==> src/rtl/cise_params.svh <==
`ifndef CISE_PARAMS_SVH
`define CISE_PARAMS_SVH

// Opcode prefixes in the instruction word
`define CISE_OP_DECSKIP   7'h13
`define CISE_OP_SUBW      7'h02
`define CISE_OP_SUBWB     7'h01
`define CISE_OP_JUMP      3'h6
// Field positions and constant values
`define CISE_OP7_HI       15
`define CISE_OP7_LO       9
`define CISE_OP3_HI       15
`define CISE_OP3_LO       13
`define CISE_DEST_BIT     8
`define CISE_JLIT_HI      12
`define CISE_JLIT_MSB     12
`define CISE_JLIT_HLO     8
`define CISE_NOP_WORD     16'h0000
`define CISE_ZERO8        8'h00
`define CISE_ONE8         8'h01
`define CISE_ZERO16       16'h0000
`define CISE_QUARTERS     2'h3

`endif

==> src/rtl/cise_pkg.sv <==
package cise_pkg;
    typedef enum logic [1:0] {
        CISE_Q1 = 2'b00,
        CISE_Q2 = 2'b01,
        CISE_Q3 = 2'b11,
        CISE_Q4 = 2'b10
    } cise_phase_e;

    typedef enum logic [2:0] {
        CISE_OTHER   = 3'h0,
        CISE_DECSKIP = 3'h1,
        CISE_JUMP    = 3'h2,
        CISE_SUBW    = 3'h3,
        CISE_SUBWB   = 3'h4
    } cise_kind_e;
endpackage : cise_pkg

==> src/rtl/cise_core.sv <==
`timescale 1ns/1ps
`include "cise_params.svh"

// Overview of operation
// - Decrement-skip: decode, write f minus one, flags kept
// - Nonzero result discards prefetch, forced no-op cycle
// - Jump loads PC low bits and high latch
// - Jump takes two cycles, flags unchanged
// - Subtract W from f, destination selected
// - Subtracts update overflow, carry, digit carry, zero
// - Borrow subtract uses inverted carry as borrow
// - Borrow subtract decode, one word, one cycle
module cise_core
    import cise_pkg::*;
(
    input  wire logic        clock,
    input  wire logic        rst_n,
    input  wire logic        instr_valid,
    input  wire logic [15:0] instr_word,
    input  wire logic [7:0]  file_rdata,
    output logic [7:0]       file_addr,
    output logic [7:0]       file_wdata,
    output logic             file_we,
    output logic [7:0]       working_register,
    output logic [15:0]      pc,
    output logic [7:0]       pc_high_latch,
    output logic             overflow_flag,
    output logic             carry_flag,
    output logic             digit_carry_flag,
    output logic             zero_flag,
    output logic             flush,
    output logic             cycle_end
);

    cise_phase_e phase;
    cise_kind_e  kind;
    logic [15:0] ir;
    logic        in_flush;
    logic [8:0]  diff;
    logic [4:0]  nib;
    logic [7:0]  dec_val;
    logic        bin;

    function automatic cise_kind_e decode(input logic [15:0] w);
        cise_kind_e k;
        k = CISE_OTHER;
        if (w[`CISE_OP7_HI:`CISE_OP7_LO] == `CISE_OP_DECSKIP)
            k = CISE_DECSKIP;
        else if (w[`CISE_OP7_HI:`CISE_OP7_LO] == `CISE_OP_SUBW)
            k = CISE_SUBW;
        else if (w[`CISE_OP7_HI:`CISE_OP7_LO] == `CISE_OP_SUBWB)
            k = CISE_SUBWB;
        else if (w[`CISE_OP3_HI:`CISE_OP3_LO] == `CISE_OP_JUMP)
            k = CISE_JUMP;
        return k;
    endfunction : decode

    // f + ~W + carry_in: two's complement subtract
    always_comb begin
        bin  = (kind == CISE_SUBWB) ? carry_flag : 1'b1;
        diff = {1'b0, file_rdata} + {1'b0, ~working_register} + {8'h00, bin};
        nib  = {1'b0, file_rdata[3:0]} + {1'b0, ~working_register[3:0]} + {4'h0, bin};
        dec_val = file_rdata - `CISE_ONE8;
    end

    // Quarter-cycle sequencer
    always_ff @(posedge clock or negedge rst_n) begin
        if (!rst_n) begin
            phase <= CISE_Q1;
        end else begin
            unique case (phase)
                CISE_Q1: phase <= CISE_Q2;
                CISE_Q2: phase <= CISE_Q3;
                CISE_Q3: phase <= CISE_Q4;
                CISE_Q4: phase <= CISE_Q1;
            endcase
        end
    end

    // Q1 latch; a flushed slot runs as forced no-op
    always_ff @(posedge clock or negedge rst_n) begin
        if (!rst_n) begin
            ir   <= `CISE_NOP_WORD;
            kind <= CISE_OTHER;
            file_addr <= `CISE_ZERO8;
        end else if (phase == CISE_Q1) begin
            if (in_flush || !instr_valid) begin
                ir   <= `CISE_NOP_WORD;
                kind <= CISE_OTHER;
            end else begin
                ir   <= instr_word;
                kind <= decode(instr_word);
                file_addr <= instr_word[7:0];
            end
        end
    end

    // Flush marks the next slot; held one instruction cycle
    always_ff @(posedge clock or negedge rst_n) begin
        if (!rst_n) begin
            in_flush <= 1'b0;
            flush    <= 1'b0;
        end else if (phase == CISE_Q4) begin
            in_flush <= (kind == CISE_JUMP) ||
                        (kind == CISE_DECSKIP && dec_val != `CISE_ZERO8);
            flush    <= (kind == CISE_JUMP) ||
                        (kind == CISE_DECSKIP && dec_val != `CISE_ZERO8);
        end
    end

    always_ff @(posedge clock or negedge rst_n) begin
        if (!rst_n)
            cycle_end <= 1'b0;
        else
            cycle_end <= (phase == CISE_Q4);
    end

    // Destination write at Q4
    always_ff @(posedge clock or negedge rst_n) begin
        if (!rst_n) begin
            file_we          <= 1'b0;
            file_wdata       <= `CISE_ZERO8;
            working_register <= `CISE_ZERO8;
        end else begin
            file_we <= 1'b0;
            if (phase == CISE_Q4) begin
                if (kind == CISE_DECSKIP) begin
                    if (ir[`CISE_DEST_BIT]) begin
                        file_we    <= 1'b1;
                        file_wdata <= dec_val;
                    end else begin
                        working_register <= dec_val;
                    end
                end else if (kind == CISE_SUBW || kind == CISE_SUBWB) begin
                    if (ir[`CISE_DEST_BIT]) begin
                        file_we    <= 1'b1;
                        file_wdata <= diff[7:0];
                    end else begin
                        working_register <= diff[7:0];
                    end
                end
            end
        end
    end

    // Status flags; only the subtracts touch them
    always_ff @(posedge clock or negedge rst_n) begin
        if (!rst_n) begin
            overflow_flag    <= 1'b0;
            carry_flag       <= 1'b0;
            digit_carry_flag <= 1'b0;
            zero_flag        <= 1'b0;
        end else if (phase == CISE_Q4 && (kind == CISE_SUBW || kind == CISE_SUBWB)) begin
            carry_flag       <= diff[8];
            digit_carry_flag <= nib[4];
            zero_flag        <= (diff[7:0] == `CISE_ZERO8);
            overflow_flag    <= (file_rdata[7] != working_register[7]) &&
                                (diff[7] != file_rdata[7]);
        end
    end

    // Program counter and high latch
    always_ff @(posedge clock or negedge rst_n) begin
        if (!rst_n) begin
            pc            <= `CISE_ZERO16;
            pc_high_latch <= `CISE_ZERO8;
        end else if (phase == CISE_Q4) begin
            if (kind == CISE_JUMP) begin
                pc[`CISE_JLIT_HI:0] <= ir[`CISE_JLIT_HI:0];
                pc_high_latch <= {pc[15:13], ir[`CISE_JLIT_MSB:`CISE_JLIT_HLO]};
            end else begin
                pc <= pc + 16'h0001;
            end
        end
    end

    a_jump_flush: assert property (@(posedge clock) disable iff (!rst_n)
        (phase == CISE_Q4 && kind == CISE_JUMP) |=> in_flush)
        else $error("jump did not flush prefetch");
    // File data may move right after Q4, so judge the value used at Q4
    a_dec_skip: assert property (@(posedge clock) disable iff (!rst_n)
        (phase == CISE_Q4 && kind == CISE_DECSKIP)
        |=> (in_flush == ($past(dec_val) != `CISE_ZERO8)))
        else $error("skip decision wrong");
    a_dec_flags: assert property (@(posedge clock) disable iff (!rst_n)
        (phase == CISE_Q4 && kind == CISE_DECSKIP)
        |=> $stable(carry_flag) && $stable(zero_flag) && $stable(overflow_flag)
            && $stable(digit_carry_flag))
        else $error("decrement changed flags");
    a_jump_pc: assert property (@(posedge clock) disable iff (!rst_n)
        (phase == CISE_Q4 && kind == CISE_JUMP) |=> pc[12:0] == $past(ir[12:0]))
        else $error("jump target wrong");
    a_jump_latch: assert property (@(posedge clock) disable iff (!rst_n)
        (phase == CISE_Q4 && kind == CISE_JUMP)
        |=> pc_high_latch == {$past(pc[15:13]), $past(ir[12:8])})
        else $error("high latch wrong");
    a_sub_zero: assert property (@(posedge clock) disable iff (!rst_n)
        (phase == CISE_Q4 && kind == CISE_SUBW && file_rdata == working_register)
        |=> zero_flag && carry_flag)
        else $error("zero result flags wrong");
    a_sub_dest: assert property (@(posedge clock) disable iff (!rst_n)
        (phase == CISE_Q4 && kind == CISE_SUBW && ir[8]) |=> file_we ##1 !file_we)
        else $error("file write missing");
    a_flush_slot: assert property (@(posedge clock) disable iff (!rst_n)
        (phase == CISE_Q1 && in_flush) |=> kind == CISE_OTHER ##3 !in_flush)
        else $error("flushed slot executed");
    a_borrow_one: assert property (@(posedge clock) disable iff (!rst_n)
        (phase == CISE_Q1 && !in_flush && instr_valid && decode(instr_word) == CISE_SUBWB)
        |=> ##3 !in_flush)
        else $error("borrow subtract took two cycles");

endmodule : cise_core

==> config.mk <==
export PLATFORM = sky130hd
export DESIGN_NAME = cise_core
export DESIGN_NICKNAME = d
export VERILOG_FILES = /design/src/rtl/cise_pkg.sv /design/src/rtl/cise_core.sv
export VERILOG_INCLUDE_DIRS = /design/src /design/src/rtl
export SDC_FILE = /design/constraint.sdc
export NUM_CORES = 1
export LEC_CHECK = 0
export BUFFER_PORTS_ARGS = -buffer_cell sky130_fd_sc_hd__buf_4
export CORE_MARGIN = 2
export CORE_UTILIZATION = 54
export DETAILED_ROUTE_END_ITERATION = 10
export GPL_TIMING_DRIVEN = 0
export PLACE_DENSITY = 0.79
export SYNTH_ARGS = -nofsm -noshare
export SYNTH_HDL_FRONTEND = slang
export SYNTH_SLANG_ARGS = --single-unit
==> constraint.sdc <==
create_clock -name clock -period 3.1 [get_ports clock]
set_clock_uncertainty 0.15 [all_clocks]
set_input_delay 0.93 -clock clock [delete_from_list [all_inputs] [get_ports clock]]
set_output_delay 0.93 -clock clock [all_outputs]
set_load 0.01 [all_outputs]
Yosys cells after proc, flatten, opt, wreduce, memory -nomap -nowiden

Cells that the tools add are included.

Flip-flop bits (word level): 73
Bits in latches: 0
Memory bits (writable): 0
Bits in read-only memories: 0
Input port bits: 27
Output and inout port bits: 55
Logic and storage cells: 80
Memories: 0

Add/subtract/negate cells: 6
Multipliers: 0
Div/mod/pow operators: 0
Order comparisons: 0
Equality and inequality tests: 17
Shift-type cells: 0
Mux-type cells: 21
Bitwise operators: 4
Reduce and logical (&&, ||, !) cells: 16

Operators by type and width:

| kind                                                               | number |
|---|---|
| 8-bit 2-to-1 mux                                                   | 8 |
| 13-bit 2-to-1 mux                                                  | 2 |
| 16-bit by 1-bit adder with 16-bit output, second input constant    | 1 |
| 3-bit 2-to-1 mux                                                   | 4 |
| 8-bit by 8-bit adder with 9-bit output                             | 1 |
| 9-bit by 1-bit adder with 9-bit output                             | 1 |
| 8-bit zero test                                                    | 1 |
| 2-bit != test, second input constant                               | 4 |
| 8-bit inverter                                                     | 1 |
| 2-bit case mux with 4 select lines                                 | 1 |
| 4-bit AND reduction                                                | 2 |
| 8-bit nonzero test                                                 | 1 |
| 8-bit by 1-bit subtractor with 8-bit output, second input constant | 1 |
| 7-bit by 1-bit == test with 1-bit output, second input constant    | 1 |
| 7-bit by 2-bit == test with 1-bit output, second input constant    | 1 |
| 7-bit by 5-bit == test with 1-bit output, second input constant    | 1 |
| 3-bit by 2-bit == test with 1-bit output, second input constant    | 2 |
| 3-bit == test, second input constant                               | 2 |
| 2-bit AND reduction                                                | 3 |
| 4-bit by 4-bit adder with 5-bit output                             | 1 |
| 5-bit by 1-bit adder with 5-bit output                             | 1 |
| 1-bit 2-to-1 mux                                                   | 5 |
| 2-bit == test, second input constant                               | 2 |
| 4-bit inverter                                                     | 1 |
| 10 further kinds                                                   | 16 |

Depth between registers and ports, before layout

Word-level depth: 6
Depth in mapped cells: 11
Mapped depth without buffers: 11

Least setup slack after synthesis

Ideal clock, no wire load.

Kind: input-to-reg
From: input port file_rdata[0]
To: register zero_flag
Library setup time: 0.095 ns
Arrival time: 2.761 ns
Required time: 2.855 ns
Slack: 0.093 ns
Stages: 9
Buffers on the path: 0
Cells stage by stage: inv_1 fa_1 fa_1 nor2b_1 o21ai_0 nand2b_1 xor2_1 or3_1 o31ai_1

Word-level cells in the longest chain between the ends: 3

RTL lines:

| what                                   | RTL line         | source |
|---|---|---|
| start, declared                        | cise_core.sv:20  | `input wire logic [7:0] file_rdata,` |
| 8-bit by 8-bit adder with 9-bit output | cise_core.sv:61  | `diff = {1'b0, file_rdata} + {1'b0, ~working_register} + {8'h00, bin};` |
| 9-bit by 1-bit adder with 9-bit output | cise_core.sv:61  |  |
| 8-bit zero test (no line)              | --               |  |
| end signal, assigned                   | cise_core.sv:156 | `` zero_flag <= (diff[7:0] == `CISE_ZERO8); `` |
| end, declared                          | cise_core.sv:30  | `output logic zero_flag,` |

Every way passes these cells.
A chain may end at the register's enable or synchronous reset.

Worst setup path in the final report

Ends and elaborated chain as after synthesis.

==> reports/results.ini <==
[outcome]
status=complete, no violations

[floorplanning]
core_area_um2=6760
die_y_um=87.5
floorplan.initialDensity_pct=55.7
die_x_um=87.5
io_pins=82
rows=30
die_area_um2=7660

[synth]
syn-cell-area_um2=3770
synth_seq_cells=73
synth.avg_cell_area_um2=9.88
ys_warn_count=0
synth_top_family_by_area=compound AO/OA/AOI/OAI gates
ys.flop_type=dfrtp_1
syn_inst=381
synth_top_area_share_pct=48.5
async_flop_share_pct=100
yosys.area_share.xor_xnor_pct=3.49
yosys.area_share.simple_pct=16.4
synth_cell_types=51
netlist_top_cells_area=dfrtp_1 49%, mux2_2 6.3%, nand2_1 4.7%, o21ai_0 4.1%, a21oi_1 3.6%
synth_fa_ha_area_share_pct=4.39
yosysSeqAreaShare_pct=48.5
synth_compound_area_share_pct=16.4
synth-edff-count=0
syn-num-nets=420
synth_top_area_cell=dfrtp_1
synth.area.mux_share_pct=6.81

[clock_network]
cts_buffers=9
htree_levels=3
cts_tree=yes
clock_latency_ns=0.35
cts_setup_buffers=0
root_buffer=clkbuf_8
cts_sinks=73
cts_hold_buf=0
cts.repair.resized=0
clk_pin_slew_ns=0.08
clock_path_buffers=2

[sta]
timing.fmax_ghz=0.342
slew-limit-headroom_pct=40.2
grt_setup_unrepaired=false
post-route-period-util_pct=94.4
fin_crit_ns=2.93
tightestPinTransition_ns=0.897
maxSlewViolCount=0
holdWs_ns=0.294
finalHoldViolations=0
finalSetupViolCount=0
fin_ws_ns=0.173

[detailed_routing]
wire_per_inst_um=16.1
via_count=3178
first_pass_iters=4
drt_iter0_drc=196
wirelength_um=8960
via_per_inst=5.70
ant_nets=0
post-route-drc-count=0

[placement]
dp_slack_ns=-0.196
gp_congestion=0.947
io_buffers=81
dp_cells=542
dpl_cell_area_um2=4470
hpwl_um=6560

[global_routing]
antenna_found_initial=0
grt_max_degree=74
grtUsageTotal_pct=25.1
grt_pass1_wl_um=14700
grt_pass1_vias=3049
grt_overflow=0

[cells_and_area]
syn_to_final_growth_pct=25.9
final_common_cell=buf_4
fin_cells=558
n_fill_cell=543
utilization_pct=70.2
mostFrequentLayoutCells=81 x buf_4, 73 x dfrtp_1, 47 x nand2_1, 32 x nor2_1, 31 x o21ai_0
design_area_um2=4740
nets=512
drive_above_1_share_pct=27.8
antenna_cells=0

[pwr]
power_density_nw_per_um2=548
p_leak_nw=2.28
max-vdd-ir-drop_v=0.000308

[critical_path]
reg2reg_to=zero_flag
rrSetupSlack_ns=0.27
path_class=input port to flop
endpoint_kind=flop
arrival_ns=3.04
r2r_cells=11
crit_path_start_kind=input port
crit_path_max_fanout=5
r2r_start=kind[1]
cp.required_ns=3.21

[run]
cap_viol_max_count=0

[min_path]
hold_start=phase[1]
hold_path.class=flop to flop
hold_depth=1
hold-path-endpoint=phase[0]

## Yosys cell counts, drive strengths merged (8+ instances only)
cell type	number
mux2	21
dfrtp	73
ha	10
nor2	32
inv	16
a21oi	27
nand2	47
o21ai	32
clkbuf	10
xnor2	10
nand3	10
a22o	13
buf	8
## how the worst max path moves through the flow
stage | endpoint | cells after the start | slack (ns) | start
final | zero_flag | 10 | 0.17 | file_rdata[0]
after global routing | zero_flag | 10 | 0.01 | file_rdata[0]
after CTS | file_wdata[6] | 10 | 0.11 | file_rdata[0]
after detailed placement | zero_flag | 10 | -0.20 | file_rdata[0]
after global placement | zero_flag | 10 | -0.19 | file_rdata[0]
after floorplan | zero_flag | 9 | 0.09 | file_rdata[0]
## worst max-delay path, cell delays in order
cell and delay, ns:
buf_4 0.10, inv_1 0.07, fa_1 0.47, fa_2 0.39, nor2b_2 0.14, o21ai_0 0.09, nand2b_1 0.12, xor2_1 0.09
or3_1 0.40, o31ai_1 0.22
## power breakdown
part / total, mW / leakage, nW / internal (mW) / switching (mW)
logic: 0.502 / 1.28 / 0.250 / 0.252
registers: 1.15 / 0.871 / 1.04 / 0.104
clock network: 0.949 / 0.129 / 0.601 / 0.348
total: 2.60 / 2.28 / 1.89 / 0.705
## area by class of cell
| type | count | area [um^2] | share of cell area (%) |
|---|---|---|---|
| well taps | 80 | 100 | 2.11 |
| clock inverters | 4 | 97.6 | 2.06 |
| flip-flops and latches | 73 | 1830 | 38.5 |
| inverters | 16 | 60.1 | 1.27 |
| plain buffers | 18 | 88.8 | 1.87 |
| clock buffers | 12 | 165 | 3.48 |
| repair buffers | 81 | 608 | 12.8 |
| multi-input cells | 274 | 1800 | 37.9 |
## stage by stage
| stage | setup TNS, ns | total power, mW |
|---|---|---|
| floorplan | 0 | 1.40 |
| global placement | -0.379 | 1.64 |
| detailed placement | -0.509 | 1.65 |
| CTS | 0 | 2.60 |
| global route | 0 | 2.72 |
| finish | 0 | 2.60 |
## flip-flops by register name (all words and copies together), names as in the netlist
signal	count
ir	13
cycle_end	1
file_we	1
in_flush	1
phase	2
file_addr	8
kind	3
file_wdata	8
overflow_flag	1
pc_high_latch	8
working_register	8
pc	16
digit_carry_flag	1
carry_flag	1
zero_flag	1
## cell families (layout without fill, tap and decap cells)
family          count (synthesis)  count (layout)
compound gates                 99              99
xor+xnor                       15              15
fa+ha+maj                      12              12
buf+inv                        34             131
flops                          73              73
mux                            23              23
simple gates                  125             125
## metal layers
metal,wire (um),vias up,global-route usage [%]
li1,-,1530,-
met1,4090,1533,34.8
met2,4210,101,37.9
met3,487,14,6.45
met4,166,0,10.1
met5,0,-,0
No activity file was read; power rests on OpenSTA's default activity.
